File: config.mk
export PLATFORM = sky130hd
export DESIGN_NAME = timer16_clock_edge_reload
export DESIGN_NICKNAME = d
export VERILOG_FILES = /design/src/verilog/timer16_pkg.sv /design/src/verilog/tick_divider.sv /design/src/verilog/timer16_clock_edge_reload.sv
export VERILOG_INCLUDE_DIRS = /design/src /design/src/verilog
export SDC_FILE = /design/constraint.sdc
export NUM_CORES = 1
export LEC_CHECK = 0
export ABC_AREA = 1
export BUFFER_PORTS_ARGS = -buffer_cell sky130_fd_sc_hd__buf_2
export CAP_MARGIN = 20
export CORE_MARGIN = 1.5
export CORE_UTILIZATION = 58
export CTS_CLUSTER_SIZE = 14
export DETAILED_ROUTE_END_ITERATION = 6
export GPL_ROUTABILITY_DRIVEN = 1
export PLACE_DENSITY = 0.87
export SLEW_MARGIN = 30
export SYNTH_ARGS = -nofsm -noshare
export SYNTH_HDL_FRONTEND = slang
export SYNTH_SLANG_ARGS = --single-unit
File: constraint.sdc
create_clock -name clk_in -period 2.2 [get_ports clk_in]
set_input_delay 0.22 -clock clk_in [delete_from_list [all_inputs] [get_ports clk_in]]
set_output_delay 0.22 -clock clk_in [all_outputs]
set_load 0.02 [all_outputs]
File: src/verilog/timer16_defines.svh
`ifndef TIMER16_DEFINES_SVH
`define TIMER16_DEFINES_SVH

// Register byte offsets
`define OFS_MAIN_CONTROL 8'h00
`define OFS_CLOCK_EDGE 8'h04
`define OFS_LIMIT_VALUE 8'h08
`define OFS_COUNT 8'h0c
`define OFS_MEASURED 8'h10

// Main control field positions
`define POS_ENABLE 0
`define POS_MODE_LO 2
`define POS_MODE_HI 3
`define POS_DIRECTION 4
`define POS_WRAP_REFILL 7

// Clock and edge control field positions
`define POS_COUNTER_CLK_LO 0
`define POS_COUNTER_CLK_HI 3
`define POS_EDGE_LO 5
`define POS_EDGE_HI 6
`define POS_EVENT_SOURCE 7
`define POS_FILTER_CLK_LO 8
`define POS_FILTER_CLK_HI 11

// Mode encodings
`define MODE_TIMER 2'h0
`define MODE_EVENT 2'h1
`define MODE_ONE_SHOT 2'h2
`define MODE_MEASURE 2'h3

// Edge field encodings
`define EDGE_FALL 2'h0
`define EDGE_RISE 2'h1
`define EDGE_BOTH 2'h2
`define EDGE_NONE 2'h3

// Reset values
`define RST_LIMIT 16'hffff
`define RST_COUNT 16'hffff
`define RST_CLK_SEL 4'h0
`define RST_EDGE 2'h0
`define RST_MODE 2'h0

// Counter wrap points
`define COUNT_TOP 16'hffff
`define COUNT_BOTTOM 16'h0000

// Prescaler: selects 0..7 divide by 2^sel, 1xxx stop
`define DIV_CNT_W 7

`endif

File: src/verilog/timer16_pkg.sv
`default_nettype none

package timer16_pkg;

  // Register port request bundle
  typedef struct packed {
    logic [7:0] addr;
    logic [31:0] wdata;
    logic wr;
    logic rd;
  } reg_req_t;

  // One-shot sequencing states
  typedef enum logic [1:0] {
    OS_IDLE,
    OS_ARMED,
    OS_RUN
  } shot_state_t;

endpackage

`default_nettype wire
File: src/verilog/tick_divider.sv
`include "timer16_defines.svh"
`default_nettype none

module tick_divider (
  input wire logic clk_in,
  input wire logic nrst_in,
  input wire logic [3:0] sel_in,
  output logic tick_out
);

  // ****************************************
  // Free-running prescaler
  // ****************************************

  logic [`DIV_CNT_W-1:0] div_reg; // Phase counter
  logic [`DIV_CNT_W-1:0] div_next; // Next phase
  logic [`DIV_CNT_W-1:0] div_mask; // Low bits that must be zero
  logic tick_next; // One-cycle enable

  assign div_next = div_reg + 7'h01;
  assign div_mask = 7'(({{`DIV_CNT_W{1'b0}}, 1'b1} << sel_in[2:0]) - 8'h01);
  // Top select bit set means reserved: no ticks at all
  assign tick_next = !sel_in[3] && ((div_reg & div_mask) == 7'h00);

  // Counter and registered tick
  always_ff @(posedge clk_in) begin
    if (!nrst_in) begin
      div_reg <= 7'h00;
      tick_out <= 1'b0;
    end else begin
      div_reg <= div_next;
      tick_out <= tick_next;
    end
  end

endmodule

`default_nettype wire

File: src/verilog/timer16_clock_edge_reload.sv
// Operation
// - Bits 11:8 pick noise filter clock; here it only drives filter_tick_out, pin edges are not filtered
// - Event source: pin or previous timer
// - Event edge field picks counted edges
// - One-shot edge field picks start trigger
// - Measurement edge field picks timed interval
// - Bits 3:0 pick counter clock
// - Timer/one-shot: limit is lower bound
// - Event: limit upper (up), lower (down)
// - New limit applies at next wrap
// - Mode field selects four operating modes
// - Event direction: set up, clear down
// - Refill bit: reload or roll over
//
// Design decision made here: the strobed register port.
`include "timer16_defines.svh"
`default_nettype none

module timer16_clock_edge_reload
  import timer16_pkg::*;
(
  input wire logic clk_in,
  input wire logic nrst_in,
  input wire reg_req_t req_in,
  input wire logic timer_input_pin_in,
  input wire logic prev_wrap_in,
  output logic [31:0] rdata_out,
  output logic [15:0] count_out,
  output logic wrap_out,
  output logic filter_tick_out
);

  // ****************************************
  // Edge decoding helper
  // ****************************************

  // Edge field against seen rise and fall
  function automatic logic edge_hit(input logic [1:0] sel, input logic rise,
                                    input logic fall);
    case (sel)
      `EDGE_FALL: edge_hit = fall;
      `EDGE_RISE: edge_hit = rise;
      `EDGE_BOTH: edge_hit = rise | fall;
      default: edge_hit = 1'b0;
    endcase
  endfunction

  // ****************************************
  // Register state
  // ****************************************

  logic enable_reg; // Timer running request
  logic [1:0] mode_reg; // Operating mode
  logic direction_reg; // Event count direction
  logic wrap_refill_reg; // Reload on wrap
  logic [3:0] counter_clock_select_reg; // Counter prescaler
  logic [3:0] filter_clock_select_reg; // Filter prescaler
  logic [1:0] edge_sel_reg; // Edge field
  logic event_source_reg; // Event source
  logic [15:0] limit_reg; // Software limit
  logic [15:0] active_limit_reg; // Limit in use
  logic [15:0] count_reg; // Counter
  logic [15:0] measured_reg; // Last measured interval
  logic pin_prev_reg; // Pin one cycle ago
  shot_state_t shot_reg; // One-shot state
  logic wrap_reg; // Wrap pulse
  logic [31:0] rdata_reg; // Read data

  // ****************************************
  // Next values
  // ****************************************

  logic enable_next;
  logic [15:0] active_limit_next;
  logic [15:0] count_next;
  logic [15:0] measured_next;
  shot_state_t shot_next;
  logic [31:0] rdata_next;

  // ****************************************
  // Bus decode
  // ****************************************

  wire logic wr_main = req_in.wr && (req_in.addr == `OFS_MAIN_CONTROL);
  wire logic wr_clock = req_in.wr && (req_in.addr == `OFS_CLOCK_EDGE);
  wire logic wr_limit = req_in.wr && (req_in.addr == `OFS_LIMIT_VALUE);

  // ****************************************
  // Prescaler ticks
  // ****************************************

  logic counter_tick; // Counter advance enable
  logic filter_tick; // Filter advance enable

  tick_divider u_counter_div (
    .clk_in(clk_in),
    .nrst_in(nrst_in),
    .sel_in(counter_clock_select_reg),
    .tick_out(counter_tick)
  );

  tick_divider u_filter_div (
    .clk_in(clk_in),
    .nrst_in(nrst_in),
    .sel_in(filter_clock_select_reg),
    .tick_out(filter_tick)
  );

  // ****************************************
  // Input edges and mode decode
  // ****************************************

  wire logic pin_rise = timer_input_pin_in && !pin_prev_reg;
  wire logic pin_fall = !timer_input_pin_in && pin_prev_reg;
  wire logic pin_edge = edge_hit(edge_sel_reg, pin_rise, pin_fall);

  wire logic is_timer = (mode_reg == `MODE_TIMER);
  wire logic is_event = (mode_reg == `MODE_EVENT);
  wire logic is_shot = (mode_reg == `MODE_ONE_SHOT);
  wire logic is_measure = (mode_reg == `MODE_MEASURE);

  wire logic event_hit = event_source_reg ? pin_edge : prev_wrap_in;

  // Direction: only event mode may count down
  wire logic count_up = !is_event || direction_reg;

  // Event up wraps at limit, down wraps at limit
  wire logic [15:0] wrap_point = !count_up ? active_limit_reg :
                                 (is_event ? active_limit_reg : `COUNT_TOP);

  wire logic step = enable_reg && (
                    (is_timer && counter_tick) ||
                    (is_event && event_hit) ||
                    (is_shot && (shot_reg == OS_RUN) && counter_tick));

  wire logic at_wrap = (count_reg == wrap_point);
  wire logic wrap_now = step && at_wrap;

  // Value after wrap; a limit written mid-run lands here
  wire logic [15:0] wrap_value = wrap_refill_reg ? limit_reg :
                                 (count_up ? `COUNT_BOTTOM : `COUNT_TOP);

  // One-shot always refills from the newest limit and then stops
  wire logic [15:0] shot_end_value = limit_reg;

  // Measurement: selected edge closes an interval
  wire logic measure_edge = enable_reg && is_measure && pin_edge;

  // ****************************************
  // One-shot sequencing
  // ****************************************

  always_comb begin
    shot_next = shot_reg;
    case (shot_reg)
      OS_IDLE: begin
        if (enable_reg && is_shot) begin
          shot_next = (edge_sel_reg == `EDGE_NONE) ? OS_RUN : OS_ARMED;
        end
      end
      OS_ARMED: begin
        if (!enable_reg || !is_shot) begin
          shot_next = OS_IDLE;
        end else if (pin_edge) begin
          shot_next = OS_RUN;
        end
      end
      OS_RUN: begin
        if (!enable_reg || !is_shot || wrap_now) begin
          shot_next = OS_IDLE;
        end
      end
      default: begin
        shot_next = OS_IDLE;
      end
    endcase
  end

  // ****************************************
  // Enable bit
  // ****************************************

  // Software write wins over the one-shot end clear
  always_comb begin
    enable_next = enable_reg;
    if (wr_main) begin
      enable_next = req_in.wdata[`POS_ENABLE];
    end else if (is_shot && wrap_now) begin
      enable_next = 1'b0;
    end
  end

  // ****************************************
  // Limit shadow
  // ****************************************

  // Take new limit when stopped, on wrap or on a measurement edge
  always_comb begin
    active_limit_next = active_limit_reg;
    if (!enable_reg || wrap_now || measure_edge) begin
      active_limit_next = limit_reg;
    end
  end

  // ****************************************
  // Counter and measurement
  // ****************************************

  always_comb begin
    count_next = count_reg;
    measured_next = measured_reg;
    if (is_measure) begin
      if (measure_edge) begin
        measured_next = count_reg;
        count_next = `COUNT_BOTTOM;
      end else if (enable_reg && counter_tick && (count_reg != `COUNT_TOP)) begin
        count_next = count_reg + 16'h0001;
      end
    end else if (wrap_now) begin
      count_next = is_shot ? shot_end_value : wrap_value;
    end else if (step) begin
      count_next = count_up ? count_reg + 16'h0001 : count_reg - 16'h0001;
    end
  end

  // ****************************************
  // Read mux
  // ****************************************

  always_comb begin
    rdata_next = 32'h0000_0000;
    if (req_in.rd) begin
      case (req_in.addr)
        `OFS_MAIN_CONTROL: begin
          rdata_next[`POS_ENABLE] = enable_reg;
          rdata_next[`POS_MODE_HI:`POS_MODE_LO] = mode_reg;
          rdata_next[`POS_DIRECTION] = direction_reg;
          rdata_next[`POS_WRAP_REFILL] = wrap_refill_reg;
        end
        `OFS_CLOCK_EDGE: begin
          rdata_next[`POS_COUNTER_CLK_HI:`POS_COUNTER_CLK_LO] = counter_clock_select_reg;
          rdata_next[`POS_EDGE_HI:`POS_EDGE_LO] = edge_sel_reg;
          rdata_next[`POS_EVENT_SOURCE] = event_source_reg;
          rdata_next[`POS_FILTER_CLK_HI:`POS_FILTER_CLK_LO] = filter_clock_select_reg;
        end
        `OFS_LIMIT_VALUE: begin
          rdata_next[15:0] = limit_reg;
        end
        `OFS_COUNT: begin
          rdata_next[15:0] = count_reg;
        end
        `OFS_MEASURED: begin
          rdata_next[15:0] = measured_reg;
        end
        default: begin
          rdata_next = 32'h0000_0000;
        end
      endcase
    end
  end

  // ****************************************
  // Control registers
  // ****************************************

  // Main control fields
  always_ff @(posedge clk_in) begin
    if (!nrst_in) begin
      mode_reg <= `RST_MODE;
      direction_reg <= 1'b0;
      wrap_refill_reg <= 1'b0;
    end else if (wr_main) begin
      mode_reg <= req_in.wdata[`POS_MODE_HI:`POS_MODE_LO];
      direction_reg <= req_in.wdata[`POS_DIRECTION];
      wrap_refill_reg <= req_in.wdata[`POS_WRAP_REFILL];
    end
  end

  always_ff @(posedge clk_in) begin
    if (!nrst_in) begin
      counter_clock_select_reg <= `RST_CLK_SEL;
      filter_clock_select_reg <= `RST_CLK_SEL;
      edge_sel_reg <= `RST_EDGE;
      event_source_reg <= 1'b0;
    end else if (wr_clock) begin
      counter_clock_select_reg <= req_in.wdata[`POS_COUNTER_CLK_HI:`POS_COUNTER_CLK_LO];
      filter_clock_select_reg <= req_in.wdata[`POS_FILTER_CLK_HI:`POS_FILTER_CLK_LO];
      edge_sel_reg <= req_in.wdata[`POS_EDGE_HI:`POS_EDGE_LO];
      event_source_reg <= req_in.wdata[`POS_EVENT_SOURCE];
    end
  end

  // Limit stored as written, zero not checked
  always_ff @(posedge clk_in) begin
    if (!nrst_in) begin
      limit_reg <= `RST_LIMIT;
    end else if (wr_limit) begin
      limit_reg <= req_in.wdata[15:0];
    end
  end

  // ****************************************
  // Timer state
  // ****************************************

  // Counter, shadow, sequencer
  always_ff @(posedge clk_in) begin
    if (!nrst_in) begin
      enable_reg <= 1'b0;
      active_limit_reg <= `RST_LIMIT;
      count_reg <= `RST_COUNT;
      measured_reg <= 16'h0000;
      shot_reg <= OS_IDLE;
      pin_prev_reg <= 1'b0;
    end else begin
      enable_reg <= enable_next;
      active_limit_reg <= active_limit_next;
      count_reg <= count_next;
      measured_reg <= measured_next;
      shot_reg <= shot_next;
      pin_prev_reg <= timer_input_pin_in;
    end
  end

  // ****************************************
  // Outputs
  // ****************************************

  // Registered outputs
  always_ff @(posedge clk_in) begin
    if (!nrst_in) begin
      rdata_reg <= 32'h0000_0000;
      wrap_reg <= 1'b0;
      filter_tick_out <= 1'b0;
    end else begin
      rdata_reg <= rdata_next;
      wrap_reg <= wrap_now;
      filter_tick_out <= filter_tick;
    end
  end

  assign rdata_out = rdata_reg;
  assign count_out = count_reg;
  assign wrap_out = wrap_reg;

endmodule

`default_nettype wire

==> impl_results.md <==
- Outcome: finished, final reports clean
- GRT Total Usage: 35.6%
- Die area: between 0.01 and 0.015 mm2
- # setup viols final: 0
- Max-slew violations: 0
- Vias in the first global route: between 7,000 and 8,000
- Area grow syn2layout: 18.7%
- Post-DP HPWL: between 15,000 and 20,000 um
- Number of I/O port buffers: 63
- Initial DRC Count: 903
- Synth cell types: 41
- Clock Path Buffers: 2
- Core ar.: 0.0115 mm2
- Fin util: 71.1%
- Seq/Total Area, Yosys: 34.1%
- Maxcap violations: 0
- Wire per inst: 16.5 um
- NumNets Final: 1,227
- Vias per cell: 5.76
- Critical Path AT: approximately 2.4 ns
- Clock transition at path regs: 0.06 ns
- CTS tree: yes
- Area leader, netlist: dfxtp_1
- RSZ-0062 raised after global routing: true
- Final hold slack: 0.00524 ns
- CP endpoint kind: register
- Setup_tns: 0 ns
- Placer Congestion: 0.965
- Skew final: slightly below 0.009 ns
- Grt ovf: 0
- Crit path time final: 2.08 ns
- Post-Route WL: 22,000 um
- Mapped Area: 0.00687 mm2
- Initial Util: around 60%
- Initial antenna violation count: 0
- Worst Path Max Fanout: 14
- Place WS: 0.00998 ns
- Peak Freq: 0.481 GHz
- Share of cells above drive strength 1: 15.7%
- Clock H-tree levels: 4
- Pwr dens: 736 mW/mm2
- Hold Fails Final Rpt: 0
- Reg2reg end: count_out[0]
- Max transition margin: 51.4%
- Yosys warns: 0
- CTS sink cnt: 117
- Top cells by area, synth: dfxtp_1 (34%), nand2_1 (16%), o21ai_0 (7.4%), inv_1 (7.3%), nand3_1 (5.8%)
- First drt pass iteration count: 6
- Startpoint Class: register
- Critical R2R Launch: mode_reg[1]
- Top cell type's share of synthesized area: around a third
- Largest net degree at the start of global routing: 45
- Yosys reg bits: ~120
- CP endpoint: count_out[0]
- Overall Power: 6000 uW
- Worst slew pin tran: 0.729 ns
- Clk Latency, worst-skew pair: around 0.43 ns
- Die Y: 112 um
- Static Leak: 0.00401 uW
- Ys flop type: dfxtp_1
- Critical path type: reg -> reg
- Mapped Cells: 1,083
- Final period utilization: 94.4%
- Antenna fix cells: 0
- Min-Delay Path Class: in -> reg
- I/O Pins: between 90 and 100
- Max VDD drop: roughly 0.00084 V
- Cts bufs inserted: 17
- Drt drc: 0
- Syn avg cell area: 6.34 um2
- Final worst slack: 0.122 ns
- Synth async-reset ratio: 0%
- Reg2Reg Depth: 13
- Routed via count: 7,657
- ANT nets after route: 0
- Worst reg-to-reg setup slack: 0.12 ns
- Crit path from: mode_reg[1]
- Critical path required time: 2.52 ns
- EDFF count, synth: 0
- Root Buffer: clkbuf_16
- Die X-Extent: between 100 and 150 um
- First-pass GRT wire length: 35,100 um
- Site Rows: 39
==> power by group <==
| group | internal [uW] | total (uW) | switching, uW | leakage (uW) |
|---|---|---|---|---|
| clock network | 1670 | 2760 | 1090 | 0.000274 |
| logic | 357 | 1030 | 669 | 0.00278 |
| registers | 2170 | 2220 | 42.3 | 0.000951 |
==> worst min path at each step <==
| stage | start | end | slack [ns] | cells past startpoint |
|---|---|---|---|---|
| after global placement | u_filter_div.tick_out | filter_tick_out | 0.40 | 2 |
| after floorplan | timer_input_pin_in | pin_prev_reg | 0.31 | 2 |
| after detailed placement | u_filter_div.tick_out | filter_tick_out | 0.41 | 2 |
| after CTS | timer_input_pin_in | pin_prev_reg | 0.002 | 3 |
| final | timer_input_pin_in | pin_prev_reg | 0.005 | 3 |
| after global routing | req_in[8] | limit_reg[6] | 0.03 | 3 |
==> routing by layer <==
| layer | GRT usage (%) | routed length [um] | part of all wire (%) |
|---|---|---|---|
| met1 | 44.0 | 8660 | 39 |
| met2 | 56.2 | 9790 | 45 |
| met3 | 10.3 | 2340 | 11 |
| met4 | 19.0 | 1180 | 5.4 |
| met5 | 0 | 0 | 0 |
==> cells in the mapped netlist, types with 5 or more instances <==
library cell and instances:
a21oi_1 79, a221oi_1 8, a31oi_1 5, buf_2 11
buf_4 23, buf_6 5, clkbuf_1 26, dfxtp_1 117
ha_1 6, inv_1 134, nand2_1 297, nand3_1 80
nand3_2 5, nand3b_1 5, nand4_1 5, nor2_1 96
nor3_1 7, o211ai_1 18, o21ai_0 101, xor2_1 13
==> stage by stage <==
step,instances,cell area (um2)
after floorplan,1098,6930
after global placement,1299,7540
after detailed placement,1299,7540
after CTS,1330,8130
after global routing,1330,8150
final,1330,8150
==> critical path, stage by stage (launching register included) <==
cell,delay [ns]
dfxtp_1,0.37
inv_2,0.11
buf_4,0.19
nand3_1,0.09
nand2_1,0.07
nand2_1,0.10
nor2_1,0.16
nand2_1,0.08
nor2_2,0.15
nand3_4,0.11
buf_12,0.17
or2_0,0.21
nand3_1,0.10
nand2_1,0.05
==> cell type report <==
| class | instances | area [um2] |
|---|---|---|
| inverter | 140 | 536 |
| multi-input combinational | 773 | 3690 |
| tap | 143 | 179 |
| fill | 930 | 3310 |
| clock buffer | 18 | 429 |
| timing repair buffer | 126 | 826 |
| sequential | 117 | 2340 |
| clock inverter | 13 | 149 |
==> placed cells by master, fill, tap and decap left out, drive strengths merged, types with 6 or more instances in the layout <==
master,instances
dfxtp,117
ha,6
o211ai,18
o21ai,103
inv,140
nand2,300
clkinv,6
buf,126
xor2,13
conb,16
clkbuf,18
nor3,9
a21oi,79
nor2,101
nand3,85
a221oi,8
==> kinds of logic (layout without fill, tap and decap cells) <==
logic type	count (synthesis)	in the layout	synth area share (%)
other	1	16	0.0546
XOR/XNOR	16	16	2.04
adder cells (fa/ha/maj)	6	6	1.09
AO/OA/AOI/OAI	224	224	18.0
buffers and inverters	208	297	13.4
AND/OR/NAND/NOR	511	511	31.3
flip-flops	117	117	34.1
==> what timing repair did <==
action,CTS,global route
endpoints found under the setup margin,16,31
cloned,0,0
setup buffers,0,0
endpoints found under the hold margin,0,0
resized for setup,1,9
hold buffers,0,0
Power figures use the tool's default switching activity.
